$ cat config.mk
export PLATFORM = sky130hd
export DESIGN_NAME = ssu_sink
export DESIGN_NICKNAME = d
export VERILOG_FILES = /design/src/design/ssu_pkg.sv /design/src/design/ssu_err_if.sv /design/src/design/ssu_sink.sv /design/src/design/ssu_clkdiv.sv /design/src/design/ssu_errstat.sv
export SDC_FILE = /design/constraint.sdc
export NUM_CORES = 1
export LEC_CHECK = 0
export BUFFER_PORTS_ARGS = -buffer_cell sky130_fd_sc_hd__buf_2
export CAP_MARGIN = 20
export CORE_AREA = 10 10 246 248
export CTS_CLUSTER_SIZE = 25
export DETAILED_ROUTE_END_ITERATION = 10
export DIE_AREA = 0 0 256 258
export PLACE_DENSITY_LB_ADDON = 0.05
export SLEW_MARGIN = 15
export SYNTH_ARGS = -nofsm -noshare
export SYNTH_HDL_FRONTEND = slang
export SYNTH_HIERARCHICAL = 1
export SYNTH_SLANG_ARGS = --single-unit
$ cat constraint.sdc
create_clock -name mclk_in -period 11.9 [get_ports mclk_in]
set_clock_uncertainty 0.15 [all_clocks]
set_input_delay 0.595 -clock mclk_in [delete_from_list [all_inputs] [get_ports mclk_in]]
set_output_delay 0.595 -clock mclk_in [all_outputs]
set_load 0.02 [all_outputs]
$ cat src/design/ssu_pkg.sv
// constants shared by the receive-side user interface
package ssu_pkg;
    localparam int LANES = 4;
    localparam int WORD_W = 64;
    localparam int DATA_W = WORD_W * LANES;
    localparam int SYNC_W = 8;
    localparam int ERR_W = LANES + 5;
    localparam int ERR_SEU_UNCORR = LANES + 4;
    localparam int ERR_SEU_CORR = LANES + 3;
    localparam int ERR_OVERFLOW = LANES + 2;
    localparam int ERR_ZERO = LANES + 1;
    localparam int ERR_ALIGN = LANES;
    localparam int ST_W = LANES + 3;
    localparam int ST_READY_DROP = LANES + 2;
    localparam int ST_OVERFLOW = LANES + 1;
    localparam int ST_ALIGN = LANES;
    localparam int CRC_W = 32;
    localparam int CLK_PERIOD_NS = 100;
    localparam int RST_SEQ_NS = 1000;
    localparam int RST_SEQ_CYC = (RST_SEQ_NS + CLK_PERIOD_NS - 1) / CLK_PERIOD_NS;
    localparam int RST_CNT_W = 4;
    localparam logic [RST_CNT_W-1:0] RST_CNT_LAST = RST_CNT_W'(RST_SEQ_CYC - 1);
    localparam int IFCLK_DIV = 2;
    localparam int DIV_W = 2;
    localparam logic [DIV_W-1:0] DIV_LAST = DIV_W'(IFCLK_DIV - 1);
    localparam logic [ST_W-1:0] ST_RESET = '0;
endpackage

$ cat src/design/ssu_err_if.sv
// error status signals between the sink datapath and the status keeper
interface ssu_err_if;
    logic [ssu_pkg::ST_W-1:0] event_bits;
    logic [ssu_pkg::ST_W-1:0] enable;
    logic [ssu_pkg::ST_W-1:0] clear;
    logic [ssu_pkg::ST_W-1:0] status;
    logic irq;
    modport src (output event_bits, output enable, output clear, input status, input irq);
    modport keep (input event_bits, input enable, input clear, output status, output irq);
endinterface

$ cat src/design/ssu_sink.sv
// receive-side user interface of a multi-lane streaming link
module ssu_sink (
    input wire logic mclk_in,
    input wire logic rstn_in,
    input wire logic core_reset_in,
    input wire logic adv_clk_mode_in,
    input wire logic burst_mode_in,
    input wire logic ecc_en_in,
    input wire logic init_done_in,
    input wire logic [ssu_pkg::DATA_W-1:0] lane_data_in,
    input wire logic lane_valid_in,
    input wire logic lane_first_in,
    input wire logic lane_last_in,
    input wire logic [ssu_pkg::SYNC_W-1:0] lane_sync_in,
    input wire logic [ssu_pkg::LANES-1:0] lane_crc_err_in,
    input wire logic align_lost_in,
    input wire logic seu_corr_in,
    input wire logic seu_uncorr_in,
    output logic lane_ready_out,
    output logic user_clk_out,
    output logic user_reset_out,
    output logic iface_clk_out,
    output logic iface_reset_out,
    output logic link_up_out,
    output logic [ssu_pkg::DATA_W-1:0] sink_data_out,
    output logic [ssu_pkg::SYNC_W-1:0] sink_sync_out,
    output logic sink_valid_out,
    output logic sink_burst_first_out,
    output logic sink_burst_last_out,
    output logic [ssu_pkg::ERR_W-1:0] sink_error_out,
    input wire logic sink_ready_in,
    input wire logic [ssu_pkg::ST_W-1:0] err_enable_in,
    input wire logic [ssu_pkg::ST_W-1:0] err_clear_in,
    output logic [ssu_pkg::ST_W-1:0] err_status_out,
    output logic err_irq_out,
    input wire logic crc_inject_in,
    input wire logic [ssu_pkg::CRC_W-1:0] tx_crc_in,
    output logic [ssu_pkg::CRC_W-1:0] tx_crc_out
);
    // master reset joins the board reset asynchronously, release is synchronised
    logic arst_n;
    logic rst_meta;
    logic rst_n;
    assign arst_n = rstn_in & ~core_reset_in;

    always_ff @(posedge mclk_in or negedge arst_n) begin
        if (!arst_n) begin
            rst_meta <= 1'b0;
            rst_n <= 1'b0;
        end else begin
            rst_meta <= 1'b1;
            rst_n <= rst_meta;
        end
    end

    // reset sequence timer
    logic [ssu_pkg::RST_CNT_W-1:0] rst_cnt;
    logic [ssu_pkg::RST_CNT_W-1:0] next_rst_cnt;
    logic seq_busy;
    logic next_seq_busy;

    always_comb begin
        next_rst_cnt = rst_cnt;
        next_seq_busy = seq_busy;
        if (seq_busy) begin
            if (rst_cnt == ssu_pkg::RST_CNT_LAST) begin
                next_seq_busy = 1'b0;
            end else begin
                next_rst_cnt = rst_cnt + 4'h1;
            end
        end
    end

    always_ff @(posedge mclk_in or negedge rst_n) begin
        if (!rst_n) begin
            rst_cnt <= '0;
            seq_busy <= 1'b1;
        end else begin
            rst_cnt <= next_rst_cnt;
            seq_busy <= next_seq_busy;
        end
    end

    // each mode's reset stays asserted in the other mode
    assign user_reset_out = seq_busy | adv_clk_mode_in;
    assign iface_reset_out = seq_busy | ~adv_clk_mode_in;

    // interface clock and transfer enable
    logic xfer_en;
    logic clk_lvl;

    ssu_clkdiv u_div (
        .mclk_in(mclk_in),
        .rst_n_in(rst_n),
        .xfer_en_out(xfer_en),
        .clk_lvl_out(clk_lvl)
    );

    assign iface_clk_out = clk_lvl & adv_clk_mode_in;
    assign user_clk_out = clk_lvl & ~adv_clk_mode_in;

    // crc injection pin, synchronised before use
    logic inj_meta;
    logic inj_sync;
    logic [ssu_pkg::CRC_W-1:0] crc_q;
    logic [ssu_pkg::CRC_W-1:0] next_crc;

    always_comb begin
        next_crc = tx_crc_in ^ {ssu_pkg::CRC_W{inj_sync}};
    end

    always_ff @(posedge mclk_in or negedge rst_n) begin
        if (!rst_n) begin
            inj_meta <= 1'b0;
            inj_sync <= 1'b0;
            crc_q <= '0;
        end else begin
            inj_meta <= crc_inject_in;
            inj_sync <= inj_meta;
            crc_q <= next_crc;
        end
    end

    assign tx_crc_out = crc_q;

    // link status
    logic link_up;
    logic next_link_up;

    always_comb begin
        next_link_up = ~seq_busy & init_done_in;
    end

    always_ff @(posedge mclk_in or negedge rst_n) begin
        if (!rst_n) begin
            link_up <= 1'b0;
        end else begin
            link_up <= next_link_up;
        end
    end

    assign link_up_out = link_up;

    // output stage holding one word
    logic out_vld;
    logic out_first;
    logic out_last;
    logic [ssu_pkg::DATA_W-1:0] out_data;
    logic [ssu_pkg::SYNC_W-1:0] out_sync;
    logic seen_first;
    logic in_burst;
    logic next_out_vld;
    logic next_out_first;
    logic next_out_last;
    logic [ssu_pkg::DATA_W-1:0] next_out_data;
    logic [ssu_pkg::SYNC_W-1:0] next_out_sync;
    logic next_seen_first;
    logic next_in_burst;
    logic take;
    logic drain;
    logic overflow_ev;
    logic ready_drop_ev;

    assign drain = xfer_en & out_vld & sink_ready_in;
    assign lane_ready_out = link_up & xfer_en & (~out_vld | sink_ready_in);
    assign take = lane_valid_in & lane_ready_out;
    // words arrive only in transfer cycles, so only a refusal there loses one
    assign overflow_ev = link_up & xfer_en & lane_valid_in & ~lane_ready_out;
    assign ready_drop_ev = xfer_en & in_burst & ~sink_ready_in;

    always_comb begin
        next_out_vld = out_vld;
        next_out_first = out_first;
        next_out_last = out_last;
        next_out_data = out_data;
        next_out_sync = out_sync;
        next_seen_first = seen_first;
        next_in_burst = in_burst;
        if (drain) begin
            next_out_vld = 1'b0;
            if (out_first) begin
                next_in_burst = burst_mode_in;
            end
            if (out_last) begin
                next_in_burst = 1'b0;
            end
        end
        if (take) begin
            next_out_vld = 1'b1;
            next_out_data = lane_data_in;
            next_out_sync = lane_sync_in;
            next_out_first = lane_first_in & (burst_mode_in | ~seen_first);
            next_out_last = lane_last_in;
            if (lane_first_in) begin
                next_seen_first = 1'b1;
            end
        end
        if (!link_up) begin
            next_out_vld = 1'b0;
            next_seen_first = 1'b0;
            next_in_burst = 1'b0;
        end
    end

    always_ff @(posedge mclk_in or negedge rst_n) begin
        if (!rst_n) begin
            out_vld <= 1'b0;
            out_first <= 1'b0;
            out_last <= 1'b0;
            out_data <= '0;
            out_sync <= '0;
            seen_first <= 1'b0;
            in_burst <= 1'b0;
        end else begin
            out_vld <= next_out_vld;
            out_first <= next_out_first;
            out_last <= next_out_last;
            out_data <= next_out_data;
            out_sync <= next_out_sync;
            seen_first <= next_seen_first;
            in_burst <= next_in_burst;
        end
    end

    assign sink_valid_out = out_vld;
    assign sink_data_out = out_data;
    assign sink_sync_out = out_sync;
    assign sink_burst_first_out = out_vld & out_first;
    assign sink_burst_last_out = out_vld & out_last;

    // error vector
    logic [ssu_pkg::ERR_W-1:0] err_vec;
    logic [ssu_pkg::ERR_W-1:0] next_err_vec;

    always_comb begin
        next_err_vec = '0;
        next_err_vec[ssu_pkg::ERR_SEU_UNCORR] = seu_uncorr_in & ecc_en_in & ~adv_clk_mode_in;
        next_err_vec[ssu_pkg::ERR_SEU_CORR] = seu_corr_in & ecc_en_in & ~adv_clk_mode_in;
        next_err_vec[ssu_pkg::ERR_OVERFLOW] = overflow_ev;
        next_err_vec[ssu_pkg::ERR_ZERO] = 1'b0;
        next_err_vec[ssu_pkg::ERR_ALIGN] = align_lost_in;
        next_err_vec[ssu_pkg::LANES-1:0] = lane_crc_err_in;
    end

    always_ff @(posedge mclk_in or negedge rst_n) begin
        if (!rst_n) begin
            err_vec <= '0;
        end else begin
            err_vec <= next_err_vec;
        end
    end

    assign sink_error_out = err_vec;

    // sticky status and interrupt
    ssu_err_if u_err_if ();

    assign u_err_if.event_bits = {ready_drop_ev, overflow_ev, align_lost_in, lane_crc_err_in};
    assign u_err_if.enable = err_enable_in;
    assign u_err_if.clear = err_clear_in;
    assign err_status_out = u_err_if.status;
    assign err_irq_out = u_err_if.irq;

    ssu_errstat u_stat (
        .mclk_in(mclk_in),
        .rst_n_in(rst_n),
        .err(u_err_if.keep)
    );
endmodule

$ cat src/design/ssu_clkdiv.sv
// transfer enable and interface clock divider
module ssu_clkdiv (
    input wire logic mclk_in,
    input wire logic rst_n_in,
    output logic xfer_en_out,
    output logic clk_lvl_out
);
    logic [ssu_pkg::DIV_W-1:0] cnt;
    logic [ssu_pkg::DIV_W-1:0] next_cnt;
    logic lvl;
    logic next_lvl;

    always_comb begin
        next_cnt = (cnt == ssu_pkg::DIV_LAST) ? '0 : cnt + 2'h1;
        next_lvl = (next_cnt == '0);
    end

    always_ff @(posedge mclk_in or negedge rst_n_in) begin
        if (!rst_n_in) begin
            cnt <= '0;
            lvl <= 1'b0;
        end else begin
            cnt <= next_cnt;
            lvl <= next_lvl;
        end
    end

    // rising edge of the interface clock marks each transfer cycle
    assign xfer_en_out = (cnt == ssu_pkg::DIV_LAST);
    assign clk_lvl_out = lvl;
endmodule

$ cat src/design/ssu_errstat.sv
// sticky error status with enable gating onto the error interrupt
module ssu_errstat (
    input wire logic mclk_in,
    input wire logic rst_n_in,
    ssu_err_if.keep err
);
    logic [ssu_pkg::ST_W-1:0] status;
    logic [ssu_pkg::ST_W-1:0] next_status;
    logic irq;
    logic next_irq;

    always_comb begin
        next_status = (status & ~err.clear) | err.event_bits;
        next_irq = |(next_status & err.enable);
    end

    always_ff @(posedge mclk_in or negedge rst_n_in) begin
        if (!rst_n_in) begin
            status <= ssu_pkg::ST_RESET;
            irq <= 1'b0;
        end else begin
            status <= next_status;
            irq <= next_irq;
        end
    end

    assign err.status = status;
    assign err.irq = irq;
endmodule

; Word-level counts from Yosys, hierarchy flattened
; Cells that the tools add are included.
[word_totals]
in_bits = 329
reg_bits = 330
elab_cells = 84
output_inout_bits = 322
[op_classes]
n_reduce_logical = 5
eq_ne = 7
n_addsub = 2
mux = 13
bitwise_logic = 37
[ops]
columns = operator, n
row1 = $xor 32x32->32, 1
row2 = $and 1x1->1, 20
row3 = $and 7x7->7, 2
row4 = $mux 1, 12
row5 = $not 1->1, 8
row6 = $not 7->7, 1
row7 = $or 7x7->7, 1
row8 = $reduce_or 7->1, 1
row9 = $ne 3x1->1 const B, 2
row10 = $reduce_and 2->1, 3
row11 = $add 4x1->4 const B, 1
row12 = $eq 4x4->1 const B, 1
row13 = $ne 2x1->1 const B, 2
row14 = $or 1x1->1, 4
row15 = $add 2x1->2 const B, 1
row16 = $eq 2x1->1 const B, 1
row17 = $logic_not 2->1, 1
row18 = $mux 2, 1
row19 = $ne 2x2->1 const B, 1

; Logic depth before layout (Yosys ltp)
[logic_depth]
ltp_word = 8
depth_mapped = 6
ltp_nobuf = 5

; Cells and area by module
; Netlist, hierarchy kept.
[by_module_without_submodules]
columns = module, area_per_inst_um2, n_inst, cells_each, seq_area_each_um2
row1 = ssu_sink, 11760.0, 1, 692, 7983.9
row2 = ssu_errstat, 309.0, 1, 26, 200.2
row3 = ssu_clkdiv, 97.6, 1, 7, 75.1

; Least setup slack after synthesis
; OpenSTA, ideal clock, no wires.
[synth_path]
kind = reg-to-reg
startpoint = register out_vld (netlist: sink_valid_out)
endpoint = register out_data, in the netlist sink_data_out[216]
required_time_ps = 11625
arrival_ps = 1679
stages_incl_launch_ff = 6
synth_period_minus_slack_ps = 1954
setup_slack_ps = 9946
setup_ps = 125
n_path_buf = 2
path_cell_list = dfrtp_1 > nor2b_1 > nor3b_2 > buf_4 > buf_4 > mux2_2
[synth_via]
elab_chain_cells = 4
[synth_lines]
columns = element, line_no
row1 = from (decl), ssu_sink.sv:145  ; logic out_vld;
row2 = from (signal assigned), ssu_sink.sv:215  ; out_vld <= next_out_vld;
row3 = $not 1->1, ssu_sink.sv:165  ; assign lane_ready_out = link_up & xfer_en & (~out_vld | sink_ready_in);
row4 = $or 1x1->1, ssu_sink.sv:165
row5 = $and 1x1->1, ssu_sink.sv:165
row6 = $and 1x1->1, ssu_sink.sv:166  ; assign take = lane_valid_in & lane_ready_out;
row7 = to (signal assigned), ssu_sink.sv:218  ; out_data <= next_out_data;
row8 = to (decl), ssu_sink.sv:148  ; logic [ssu_pkg::DATA_W-1:0] out_data;
; Every way passes these cells.
; A chain may end at the register's enable or synchronous reset.

; Worst setup path after layout
[layout_path]
startpoint = register u_div/cnt[1] (netlist name)
endpoint = register out_data, in the netlist sink_data_out[122]
[layout_via]
elab_chain_cells = 4
[layout_lines]
columns = element, line_no
row1 = from (decl), ssu_clkdiv.sv:8  ; logic [ssu_pkg::DIV_W-1:0] cnt;
row2 = from (signal assigned), ssu_clkdiv.sv:23  ; cnt <= next_cnt;
row3 = $eq 2x1->1, ssu_clkdiv.sv:29  ; assign xfer_en_out = (cnt == ssu_pkg::DIV_LAST);
row4 = net xfer_en, ssu_sink.sv:89  ; logic xfer_en;
row5 = $and 1x1->1 (2 in series), ssu_sink.sv:165
row6 = $and 1x1->1, ssu_sink.sv:166
; The timed path passes the listed nets, and every way through them passes these cells.

==> results.json <==
{
  "syn-num-nets": 1056,
  "clockRootBuffer": "clkbuf_16",
  "syn_area_sq_um": 12170,
  "rrSetupSlack_ns": 8.09,
  "dieArea_sq_um": 66050,
  "fin_nets": 1732,
  "hold_slack_ns": 0.06738,
  "path_common_cell": "buf_4",
  "grt_remaining_overflow": 0,
  "synth_warnings": 6,
  "cts_setup_buffers": 0,
  "core_area_sq_um": 55730,
  "chipHeight_microns": 258,
  "cap_violations": 0,
  "synth_largest_area_cell": "dfrtp_1",
  "status": "complete, no violations",
  "die_w_microns": 256,
  "port_buffers": 649,
  "postLayoutCoreUtil": 0.3176,
  "synth_area_leaders": "dfrtp_1 68%, mux2_1 19%, mux2_2 6.0%",
  "clockBufferDepth": 3,
  "h-tree-depth": 2,
  "end_kind": "flop",
  "gp_congestion": 0.7729,
  "path_clk_slew_ns": 0.06,
  "num_rows": 87,
  "ctsHoldBuffers": 8,
  "dp_hpwl_microns": 37180,
  "critical_path_arrival_ns": 4.07,
  "slew_headroom": 0.2976,
  "critical_path_class": "reg2reg",
  "avgSynthCellArea_sq_um": 16.78,
  "initial_utilization": 0.2183,
  "vias_per_cell": 3.898,
  "pin_count": 651,
  "grt_usage": 0.1384,
  "grt_pass1_vias": 9502,
  "p_per_area_nw_per_um2": 185.1,
  "cp_cell_sequence": "and2b_2 > nand2_1 > nor3b_4 > buf_4 > buf_4 > mux2_1",
  "grt_max_degree": 137,
  "area_delta_synth_final_pct": 45.46,
  "hp-class": "in2reg",
  "first_pass_iters": 4,
  "drive_gt1_frac": 0.5486,
  "reg2reg_to": "sink_data_out[122]",
  "power_w": 0.003276,
  "synth_seq_area_share": 0.6788,
  "min_delay_path_depth": 2,
  "min_to": "tx_crc_out[10]",
  "hold_viol": 0,
  "cts_resized": 0,
  "r2r-start": "u_div/cnt[1]",
  "wl_per_cell_microns": 21.51,
  "slowest_stage": "buf_4",
  "synth_cells": 725,
  "reg2reg_depth": 6,
  "first_iter_violations": 297,
  "rsz0062_at_grt": "no",
  "cts_tree": "done",
  "crit_start": "u_div/cnt[1]",
  "post-route-period-util": 0.3203,
  "cpPeakStageDelay_ns": 0.92,
  "worst_slew_pin_slew_ns": 1.054,
  "hold_start": "tx_crc_in[10]",
  "tns_ns": 0,
  "drc": 0,
  "insertion_delay_ns": 0.54,
  "vdd_ir_drop_max_mv": 0.08118,
  "p_leak_nw": 8.624,
  "fin_crit_ns": 3.811,
  "setup_viol": 0,
  "critPathRequiredTime_ns": 12.16,
  "yosysUniqueCellTypes": 35,
  "antenna_found_initial": 20,
  "max_clock_freq_mhz": 262.4,
  "cp_max_fo": 74,
  "cts.sinks": 330,
  "grt_pass1_wl_microns": 67540,
  "detail_route.wirelength_microns": 47210,
  "synth_top_area_frac": 0.6767,
  "antenna_left": 0,
  "vias": 8556,
  "ys_seq_elements": 330,
  "slew_violations": 0,
  "cts_buffers": 43,
  "crit_path_start_kind": "flop"
}
final cells by class:
type,instances,area (sq um)
timing repair buffer,666,3421
inverter,13,48.80
tap,756,945.9
clock buffer,69,1266
clock inverter,6,105.1
sequential,330,8263
antenna,8,20.02
multi-input combinational,347,3628
fill,5829,38040
Yosys cell counts:
cell / instances
a31o_2: 1
inv_1: 13
nand4_1: 1
o41ai_1: 1
a21o_1: 7
mux2_1: 200
nor2_1: 2
nor3b_2: 1
and2b_2: 1
a22oi_1: 2
nor2b_1: 5
dfrtp_1: 329
buf_2: 6
mux2i_1: 2
or2_2: 1
dfstp_2: 1
and2_1: 3
xnor2_1: 2
nand2_1: 3
and3b_1: 3
o211ai_1: 1
nand2b_1: 1
a222oi_1: 1
clkbuf_1: 2
mux2_2: 65
a22o_1: 1
nand3_1: 2
buf_1: 1
o21ai_0: 2
a31oi_1: 2
ha_1: 2
buf_4: 26
and4_1: 1
conb_1: 2
xor2_1: 32
registers in the layout (all words and copies together) (netlist names), 2 cells and up:
signal	cells
u_div/cnt	2
rst_cnt	4
sink_data_out	256
u_stat/err.status	7
sink_sync_out	8
tx_crc_out	32
sink_error_out	8
placed cells by master (no fill, tap or decap), types with 2 or more instances in the layout:
cell / Yosys / layout
a21o_1: 7 / 7
xor2_1: 32 / 32
xnor2_1: 2 / 2
and3b_1: 3 / 3
clkinv_2: 0 / 3
nor2_1: 2 / 2
bufinv_16: 0 / 3
a31oi_1: 2 / 2
nand2_1: 3 / 3
nand3_1: 2 / 2
dfrtp_1: 329 / 328
buf_12: 0 / 2
o21ai_0: 2 / 2
inv_1: 13 / 13
buf_2: 6 / 649
mux2_1: 200 / 200
mux2_2: 65 / 65
dlygate4sd3_1: 0 / 8
clkbuf_16: 0 / 45
mux2i_1: 2 / 2
nor2b_1: 5 / 5
clkbuf_8: 0 / 5
diode_2: 0 / 8
buf_4: 26 / 7
ha_1: 2 / 2
and2_1: 3 / 3
clkbuf_1: 2 / 19
a22oi_1: 2 / 2
conb_1: 2 / 2
worst max-delay path, delay by kind of cell (launching register included):
kind | cells | cell delay, ns
and+or+nand+nor | 3 | 0.82
DFF | 1 | 0.37
buffers and inverters | 2 | 1.80
muxes | 1 | 0.39
logic make-up after synthesis:
group,share of synthesized area
and+or+nand+nor,0.01265
adders and majority gates,0.002056
AOI/OAI and AO/OA,0.01100
DFF,0.6788
buffers and inverters,0.02345
muxes,0.2469
xor gates and xnor gates,0.02448
other,0.0006173
worst max path at each step:
stage	endpoint	slack [ns]	cells after the start
2_1_floorplan	in_burst	1.87	0
3_3_place_gp	sink_data_out[134]	7.96	6
3_5_place_dp	sink_data_out[72]	7.97	6
4_1_cts	sink_data_out[72]	8.04	6
5_1_grt	sink_data_out[39]	7.80	6
6_report	sink_data_out[122]	8.09	6
per-layer routing:
metal / global-route usage / vias to the layer above / part of all wire
li1: - / 3867 / -
met3: 0.07100 / 89 / 0.10
met4: 0.04067 / 22 / 0.025
met2: 0.2464 / 374 / 0.52
met1: 0.1396 / 4204 / 0.35
met5: 0 / - / 0.0033
per-stage QoR:
stage / instances / worst slack [ns] / instance area (sq um)
2_1_floorplan: 725 / 1.874 / 12170
3_3_place_gp: 2103 / 7.962 / 16210
3_5_place_dp: 2104 / 7.967 / 16230
4_1_cts: 2187 / 8.039 / 17680
5_1_grt: 2190 / 7.799 / 17690
6_report: 2195 / 8.089 / 17700
power by group:
part | switching [W] | internal (W) | leakage (nW)
clock | 0.000485 | 0.000788 | 0.667
sequential | 0.0000742 | 0.00129 | 3.88
combinational | 0.000404 | 0.000239 | 4.07
total | 0.000963 | 0.00231 | 8.62
Power figures use the tool's default switching activity.
